$ cat config.mk
export PLATFORM = sky130hd
export DESIGN_NAME = pcs_top
export DESIGN_NICKNAME = d
export VERILOG_FILES = /design/src/rtl/pcs_pkg.sv /design/src/rtl/pcs_top.sv /design/src/rtl/pcs_stack.sv
export SDC_FILE = /design/constraint.sdc
export NUM_CORES = 1
export LEC_CHECK = 0
export BUFFER_PORTS_ARGS = -buffer_cell sky130_fd_sc_hd__buf_2
export CAP_MARGIN = 10
export CORE_MARGIN = 8
export CORE_UTILIZATION = 50
export CTS_BUF_LIST = sky130_fd_sc_hd__clkbuf_8
export DETAILED_ROUTE_END_ITERATION = 6
export HOLD_SLACK_MARGIN = 0.15
export PLACE_DENSITY_LB_ADDON = 0.3
export REMOVE_ABC_BUFFERS = 1
export SLEW_MARGIN = 20
export SYNTH_ARGS = -nofsm -noshare
export SYNTH_HDL_FRONTEND = slang
export SYNTH_HIERARCHICAL = 1
export SYNTH_SLANG_ARGS = --single-unit
$ cat constraint.sdc
create_clock -name clock_in -period 3.56 [get_ports clock_in]
set_input_delay 0 -clock clock_in [delete_from_list [all_inputs] [get_ports clock_in]]
set_output_delay 0 -clock clock_in [all_outputs]
set_load 0.01 [all_outputs]
$ cat src/rtl/pcs_pkg.sv
// program counter and return stack: shared constants and carrier types
// assumes one instruction-clock domain; all users reference pcs_pkg::name
package pcs_pkg;

	// widths of the address path
	localparam int PCS_PC_W   = 13;
	localparam int PCS_LOW_W  = 8;
	localparam int PCS_UP_W   = 5;
	localparam int PCS_JMP_W  = 11;
	localparam int PCS_PAGE_W = 2;
	localparam int PCS_DEPTH  = 8;

	// reset and fixed values
	localparam logic [12:0] PCS_PC_RST    = 13'h0000;
	localparam logic [12:0] PCS_PC_STEP   = 13'h0001;
	localparam logic [12:0] PCS_INT_VEC   = 13'h0004;
	localparam logic [7:0]  PCS_LATCH_RST = 8'h00;
	// only the five low latch bits exist, the rest read as zero
	localparam logic [7:0]  PCS_LATCH_MSK = 8'h1F;

	// operations issued by the instruction decoder, one per cycle
	typedef enum logic [3:0] {
		PCS_OP_NOP     = 4'h0,
		PCS_OP_STEP    = 4'h1,
		PCS_OP_LOW_WR  = 4'h2,
		PCS_OP_JUMP    = 4'h3,
		PCS_OP_CALL    = 4'h4,
		PCS_OP_RET     = 4'h5,
		PCS_OP_RET_LIT = 4'h6,
		PCS_OP_RET_INT = 4'h7,
		PCS_OP_INTR    = 4'h8
	} pcs_op_t;

	// decoder command: operation, opcode target, low byte write data
	typedef struct packed {
		pcs_op_t                op;
		logic [PCS_JMP_W-1:0]   target;
		logic [PCS_LOW_W-1:0]   data;
	} pcs_cmd_t;

	// write to the high-address holding latch
	typedef struct packed {
		logic                   en;
		logic [PCS_LOW_W-1:0]   data;
	} pcs_latch_wr_t;

	// counter and latch state of the sequencer; the stack keeps its own
	typedef struct packed {
		logic [PCS_PC_W-1:0]    pc;
		logic [PCS_LOW_W-1:0]   latch;
	} pcs_core_t;

endpackage : pcs_pkg

$ cat src/rtl/pcs_top.sv
// program counter sequencer with holding latch and 8-level return stack
// assumes the decoder issues at most one operation per instruction clock
`timescale 1ns/1ps
module pcs_top #(
	parameter logic [12:0] INT_VECTOR = pcs_pkg::PCS_INT_VEC
) (
	input  wire logic                          clock_in,
	input  wire logic                          nrst_in,
	input  wire pcs_pkg::pcs_cmd_t             cmd_in,
	input  wire pcs_pkg::pcs_latch_wr_t        latch_wr_in,
	output logic      [pcs_pkg::PCS_PC_W-1:0]  pc_out,
	output logic      [pcs_pkg::PCS_LOW_W-1:0] pc_low_byte_reg_out,
	output logic      [pcs_pkg::PCS_LOW_W-1:0] pc_high_holding_latch_out
);

	// source of the next counter value, one bit per source
	typedef enum logic [5:0] {
		PCS_SRC_HOLD = 6'b000001,
		PCS_SRC_SEQ  = 6'b000010,
		PCS_SRC_LOW  = 6'b000100,
		PCS_SRC_PAGE = 6'b001000,
		PCS_SRC_POP  = 6'b010000,
		PCS_SRC_VEC  = 6'b100000
	} pcs_src_t;

	// stack action for this cycle; push and pop are exclusive by construction
	typedef enum logic [3:0] {
		PCS_STK_IDLE      = 4'b0001,
		PCS_STK_PUSH_NEXT = 4'b0010,
		PCS_STK_PUSH_HERE = 4'b0100,
		PCS_STK_POP       = 4'b1000
	} pcs_stk_t;

	pcs_pkg::pcs_core_t               core_q;
	pcs_pkg::pcs_core_t               core_d;
	logic                             push;
	logic                             pop;
	logic [pcs_pkg::PCS_PC_W-1:0]     push_data;
	logic [pcs_pkg::PCS_PC_W-1:0]     pop_data;
	logic [pcs_pkg::PCS_PC_W-1:0]     pc_next_seq;
	logic [pcs_pkg::PCS_PC_W-1:0]     low_wr_pc;
	logic [pcs_pkg::PCS_PC_W-1:0]     jump_pc;
	logic [pcs_pkg::PCS_UP_W-1:0]     latch_upper;
	logic [pcs_pkg::PCS_PAGE_W-1:0]   latch_page;
	// decoded command and the latch value for the next edge
	logic [pcs_pkg::PCS_LOW_W-1:0]    latch_next;
	pcs_src_t                         pc_src;
	pcs_stk_t                         stk_act;

	pcs_stack #(
		.WIDTH (pcs_pkg::PCS_PC_W),
		.DEPTH (pcs_pkg::PCS_DEPTH)
	) u_stack (
		.clock_in     (clock_in),
		.nrst_in      (nrst_in),
		.push_in      (push),
		.pop_in       (pop),
		.push_data_in (push_data),
		.pop_data_out (pop_data)
	);

	// latch fields used for page and upper-bit loads
	// bits 7..5 are never stored, so both views come from the low five
	assign latch_upper = core_q.latch[pcs_pkg::PCS_UP_W-1:0];
	assign latch_page  = core_q.latch[pcs_pkg::PCS_UP_W-1 -: pcs_pkg::PCS_PAGE_W];

	// full 13-bit sequential count
	// the top of the 8K space rolls over to address zero
	assign pc_next_seq = core_q.pc + pcs_pkg::PCS_PC_STEP;

	// no carry upward
	// the decoder hands over only the 8-bit sum, so a computed jump
	// that overflows the byte simply wraps within its 256-word block
	assign low_wr_pc = {latch_upper, cmd_in.data};

	// page from latch
	// only the two page bits join the opcode, latch bits 2..0 play no part
	assign jump_pc = {latch_page, cmd_in.target};

	// operation decode: each code picks a counter source and a stack action
	// splitting decode from the muxes keeps the stack and counter paths in step
	// unknown codes hold the counter and leave the stack alone
	always_comb
	begin
		pc_src  = PCS_SRC_HOLD;
		stk_act = PCS_STK_IDLE;
		case (cmd_in.op)
			// idle slot, nothing moves
			pcs_pkg::PCS_OP_NOP:
			begin
				pc_src  = PCS_SRC_HOLD;
				stk_act = PCS_STK_IDLE;
			end

			// plain advance to the next word
			pcs_pkg::PCS_OP_STEP:
			begin
				pc_src  = PCS_SRC_SEQ;
				stk_act = PCS_STK_IDLE;
			end

			pcs_pkg::PCS_OP_LOW_WR:
			begin
				pc_src  = PCS_SRC_LOW;
				stk_act = PCS_STK_IDLE;
			end

			// branch within the page held in the latch
			pcs_pkg::PCS_OP_JUMP:
			begin
				pc_src  = PCS_SRC_PAGE;
				stk_act = PCS_STK_IDLE;
			end

			pcs_pkg::PCS_OP_CALL:
			begin
				pc_src  = PCS_SRC_PAGE;
				stk_act = PCS_STK_PUSH_NEXT;
			end

			pcs_pkg::PCS_OP_RET:
			begin
				pc_src  = PCS_SRC_POP;
				stk_act = PCS_STK_POP;
			end

			// the literal itself is loaded into the working register elsewhere
			pcs_pkg::PCS_OP_RET_LIT:
			begin
				pc_src  = PCS_SRC_POP;
				stk_act = PCS_STK_POP;
			end

			// interrupt re-enable is handled by the interrupt logic
			pcs_pkg::PCS_OP_RET_INT:
			begin
				pc_src  = PCS_SRC_POP;
				stk_act = PCS_STK_POP;
			end

			// push on interrupt
			// the pending instruction is not executed, so its own address is saved
			pcs_pkg::PCS_OP_INTR:
			begin
				pc_src  = PCS_SRC_VEC;
				stk_act = PCS_STK_PUSH_HERE;
			end

			default:
			begin
				pc_src  = PCS_SRC_HOLD;
				stk_act = PCS_STK_IDLE;
			end
		endcase
	end

	// stack control: pointer and entries live in the stack block
	// a call saves the address after itself, an interrupt the one it preempts
	// push and pop never meet, since one action is decoded per cycle
	always_comb
	begin
		push      = 1'b0;
		pop       = 1'b0;
		push_data = pc_next_seq;
		case (stk_act)
			PCS_STK_IDLE:
			begin
				push = 1'b0;
				pop  = 1'b0;
			end

			PCS_STK_PUSH_NEXT:
			begin
				push      = 1'b1;
				push_data = pc_next_seq;
			end

			PCS_STK_PUSH_HERE:
			begin
				push      = 1'b1;
				push_data = core_q.pc;
			end

			PCS_STK_POP:
			begin
				pop = 1'b1;
			end

			default:
			begin
				push = 1'b0;
				pop  = 1'b0;
			end
		endcase
	end

	// latch only from software
	// stack traffic never reaches this path, so a return keeps the page bits
	// the unstored bits are masked off and read back as zero
	always_comb
	begin
		latch_next = core_q.latch;
		if (latch_wr_in.en)
		begin
			latch_next = latch_wr_in.data & pcs_pkg::PCS_LATCH_MSK;
		end
	end

	// next-state logic: one source feeds the counter each cycle
	// a latch write in the same cycle as a low write or branch only counts
	// from the next command, since addresses are built from the stored latch
	always_comb
	begin
		core_d       = core_q;
		core_d.latch = latch_next;
		case (pc_src)
			PCS_SRC_HOLD:
			begin
				core_d.pc = core_q.pc;
			end

			PCS_SRC_SEQ:
			begin
				core_d.pc = pc_next_seq;
			end

			PCS_SRC_LOW:
			begin
				core_d.pc = low_wr_pc;
			end

			PCS_SRC_PAGE:
			begin
				core_d.pc = jump_pc;
			end

			PCS_SRC_POP:
			begin
				core_d.pc = pop_data;
			end

			PCS_SRC_VEC:
			begin
				core_d.pc = INT_VECTOR;
			end

			default:
			begin
				core_d.pc = core_q.pc;
			end
		endcase
	end

	// reset clears counter
	// reset is asynchronous so the fetch address is safe before the clock runs;
	// the latch clears with it, so the first branch after reset lands in page 0
	// the stack block clears its own pointer and entries on the same reset
	always_ff @(posedge clock_in or negedge nrst_in)
	begin
		if (!nrst_in)
		begin
			core_q.pc    <= pcs_pkg::PCS_PC_RST;
			core_q.latch <= pcs_pkg::PCS_LATCH_RST;
		end
		else
		begin
			core_q <= core_d;
		end
	end

	// no stack status
	// upper pc bits leave only on the fetch address, never on a read path
	// fetch address for program memory
	assign pc_out                    = core_q.pc;
	// software read path of the low byte register
	assign pc_low_byte_reg_out       = core_q.pc[pcs_pkg::PCS_LOW_W-1:0];
	// latch read back, bits above the five stored ones are zero
	assign pc_high_holding_latch_out = core_q.latch;

endmodule : pcs_top

$ cat src/rtl/pcs_stack.sv
// circular return-address stack built from flip-flops
// assumes push and pop never arrive in the same cycle; DEPTH a power of two
`timescale 1ns/1ps
module pcs_stack #(
	parameter int WIDTH = pcs_pkg::PCS_PC_W,
	parameter int DEPTH = pcs_pkg::PCS_DEPTH
) (
	input  wire logic             clock_in,
	input  wire logic             nrst_in,
	input  wire logic             push_in,
	input  wire logic             pop_in,
	input  wire logic [WIDTH-1:0] push_data_in,
	output logic      [WIDTH-1:0] pop_data_out
);

	localparam int PTR_W = $clog2(DEPTH);

	typedef struct packed {
		logic [DEPTH-1:0][WIDTH-1:0] mem;
		logic [PTR_W-1:0]            ptr;
	} pcs_stack_state_t;

	pcs_stack_state_t state_q;
	pcs_stack_state_t state_d;

	// top entry sits just below the pointer; wraps, so an empty pop reads stale data
	assign pop_data_out = state_q.mem[PTR_W'(state_q.ptr - 1'b1)];

	// pointer wraps both ways, so there is nothing to flag on over or underflow
	always_comb
	begin
		state_d = state_q;
		if (push_in)
		begin
			state_d.mem[state_q.ptr] = push_data_in;
			state_d.ptr              = PTR_W'(state_q.ptr + 1'b1);
		end
		else if (pop_in)
		begin
			state_d.ptr = PTR_W'(state_q.ptr - 1'b1);
		end
	end

	// state register
	always_ff @(posedge clock_in or negedge nrst_in)
	begin
		if (!nrst_in)
			state_q <= '0;
		else
			state_q <= state_d;
	end

endmodule : pcs_stack

==> results.py <==
metrics = {
    "timing": {
        "slew_violations": 0,
        "fin_crit_ns": 3.28,
        "finalSetupViolCount": 0,
        "setup_ws_ns": 0.276,
        "hold_viol": 0,
        "finClkSkew_ns": 0.00788,
        "finalCritPeriodShare_pct": 92.2,
        "rsz0062_at_grt": "false",
        "max_freq_ghz": 0.305,
        "worst_pin_slew_ns": 1.10,
        "slew_headroom_pct": 26.8,
        "tns_ns": 0,
    },
    "global_route": {
        "antenna_found_initial": 0,
        "grt_max_degree": 126,
        "met2_usage_pct": 32.3,
        "met1_usage_pct": 25.5,
        "grt_pass1_vias": 5287,
        "met3_usage_pct": 5.41,
        "grt_busiest_layer": "met2",
        "grtUsageTotal_pct": 20.6,
        "grt.overflow.total": 0,
        "grt_pass1_wl_mm": 28.4,
    },
    "worst_setup_path": {
        "crit_type": "reg2reg",
        "cp_slowest_cell": "dlygate4sd3_1",
        "path_max_fanout": 16,
        "worstSetupPathDepth": 11,
        "rr_worst_depth": 11,
        "start_kind": "register",
        "crit_path_max_incr_delay_ns": 0.59,
        "path_cells": "inv_2 > ha_2 > xnor2_2 > buf_4 > nand3_1 > and4_1 > a32oi_1 > nor2_1 > a2111oi_2 > dlygate4sd3_1 > o21ai_0",
        "critical_path_arrival_ns": 3.61,
        "rrSetupSlack_ns": 0.28,
        "endpoint_kind": "register",
        "crit_required_ns": 3.88,
        "crit_buf_inv": 3,
        "worst_path_dominant_cell_family": "buffers and inverters",
    },
    "die": {
        "die-area_mm2": 0.0176,
        "die_w_um": 133,
        "fp.dieH_um": 133,
        "row_count": 42,
        "initial_core_util_pct": 51.3,
        "io_pins": 63,
        "core_mm2": 0.0133,
    },
    "place": {
        "placed_cell_area_mm2": 0.00719,
        "dp_hpwl_mm": 11.5,
        "dp_cells": 794,
        "place_ws_ns": 0.686,
        "portBuffers": 56,
        "place_congestion": 0.858,
    },
    "layout": {
        "stdcell_area_mm2": 0.00792,
        "ff_latch_area_mm2": 0.00313,
        "instances_no_fill": 855,
        "syn2layout_area_growth_pct": 16.1,
        "nNetsFinal": 703,
        "multi_input_area_mm2": 0.00339,
        "diodes": 0,
        "fillers": 1086,
        "drive_above_1_share_pct": 34.2,
    },
    "clock_tree": {
        "cts.htree.levels": 4,
        "clkSlewWorstSetupHoldPaths_ns": 0.07,
        "post-cts-setup-buffer-count": 0,
        "cts_buffers": 17,
        "cts_tree": "done",
        "clock_path_buffers": 2,
        "cts_root_buf": "clkbuf_8",
        "cts_num_sinks": 125,
        "insertion_delay_ns": 0.46,
    },
    "detailed_routing": {
        "vias": 5052,
        "routed_wirelength_mm": 17.8,
        "dr.pass1.iters": 5,
        "routed_via_density": 5.91,
        "wl_per_cell_um": 20.8,
        "drt-initial-drc-count": 410,
        "drc": 0,
        "ant_nets": 0,
    },
    "synthesis": {
        "synth-edff-count": 0,
        "ys_warn_count": 6,
        "synth_seq_area_share_pct": 45.9,
        "synth-async-reset-ratio_pct": 100,
        "postSynthCellCount": 597,
        "syn_area_mm2": 0.00682,
        "avgSynthCellArea_um2": 11.4,
        "ys_seq_elements": 125,
        "ys.flop_type": "dfrtp_1",
        "synth_cell_types": 52,
    },
    "power": {
        "p_leak_nw": 3.62,
        "fin_total_pwr_mw": 7.44,
        "peakVddDrop_mv": 0.527,
        "power_density_mw_per_mm2": 940,
    },
    "worst_hold_path": {
        "min_path_type": "in2async",
    },
    "run_status": {
        "status": "completed",
    },
    "run": {
        "maxCapViolCount": 0,
    },
}
layout by cell type, fill, tap and decap left out, types with 7 or more instances in the layout:
cell,netlist,layout
mux2i_1,52,52
nor2_1,31,31
dlygate4sd3_1,0,29
nand2_1,22,22
and4_1,15,15
a221oi_1,7,7
o21ai_0,17,17
xnor2_1,13,12
mux2_4,20,20
clkbuf_8,0,20
a21oi_1,14,13
nand3_1,54,54
a31oi_1,11,11
mux2_2,89,89
dfrtp_1,125,125
buf_4,14,17
buf_2,18,55
metrics by stage:
step	utilization [%]	hold WS, ns
final	59.5	0.168
after CTS	59.4	0.160
after global routing	59.5	0.222
after floorplan	-	-0.296
after detailed placement	54.1	0.163
after global placement	54.1	0.151
cells in the mapped netlist, types with 4 or more instances:
master / instances / area, um2
inv_1: 4 / 15.0
nor3_1: 7 / 35.0
mux2i_1: 52 / 521
a221oi_1: 7 / 61.3
mux2_4: 20 / 300
xor2_1: 6 / 52.6
nor2_1: 31 / 116
or3_1: 4 / 25.0
mux2_2: 89 / 1000
nand2_1: 22 / 82.6
buf_4: 14 / 105
and4_1: 15 / 131
o21ai_0: 17 / 85.1
xnor2_1: 13 / 114
buf_1: 5 / 18.8
buf_2: 18 / 90.1
dfrtp_1: 125 / 3130
a21oi_1: 14 / 70.1
buf_6: 6 / 67.6
clkbuf_1: 12 / 45.0
or2_2: 4 / 25.0
nand3_1: 54 / 270
a31oi_1: 11 / 68.8
routing by layer:
layer | wire [um] | up-vias
met5 | 0 | -
met4 | 483 | 0
met3 | 1070 | 42
met2 | 8570 | 179
met1 | 7650 | 2543
li1 | - | 2288
cell type report:
| class | instances | area share (%) |
|---|---|---|
| multi-input combinational | 413 | 42.9 |
| sequential | 125 | 39.5 |
| timing repair buffer | 103 | 9.26 |
| clock buffer | 20 | 3.48 |
| tap | 176 | 2.78 |
| clock inverter | 12 | 1.80 |
| inverter | 6 | 0.285 |
tightest hold or removal path, cell delays in order:
cell           delay [ns]
dlygate4sd3_1        0.53
buf_4                0.12
buf_12               0.46
logic make-up (layout without fill, tap and decap cells):
group                      count (synthesis)  count (layout)  share of synthesized area [%]
DFF                                      125             125                           45.9
adders and majority gates                  3               3                          0.551
and+or+nand+nor                          158             158                           12.4
buffers and inverters                     61             141                           5.12
xor gates and xnor gates                  19              19                           2.44
AOI/OAI and AO/OA                         69              69                           6.76
muxes                                    161             161                           26.7
other                                      1               3                         0.0550
path summary, 6_finish.rpt:
path	start	to
min in group clock_in	cmd_in[3]	pc_out[3]$_DFFE_PN0P_
max in group asynchronous	nrst_in	u_stack/state_q[104]$_DFFE_PN0P_
worst min-delay path	nrst_in	u_stack/state_q[57]$_DFFE_PN0P_
worst max-delay path	u_stack/state_q[1]$_DFFE_PN0P_	pc_out[2]$_DFFE_PN0P_
worst min register to register	u_stack/state_q[98]$_DFFE_PN0P_	u_stack/state_q[98]$_DFFE_PN0P_
worst max register to register	u_stack/state_q[1]$_DFFE_PN0P_	pc_out[2]$_DFFE_PN0P_
repair_timing:
action | 4_1_cts | 5_1_grt
setup endpoints to repair | 0 | 2
resized for setup | 0 | 1
hold endpoints to repair | 141 | 0
hold buffers | 29 | 0
report_power, final:
part / leakage (nW) / switching (mW) / internal, mW
Sequential: 1.54 / 0.492 / 2.07
Combinational: 1.87 / 1.81 / 1.76
Clock: 0.216 / 0.574 / 0.741
Total: 3.62 / 2.87 / 4.57
sequential cells by signal (all words and copies together) (netlist names):
signal,flops
pc_high_holding_latch_out,5
u_stack/state_q,107
pc_out,13
Power figures use the tool's default switching activity.
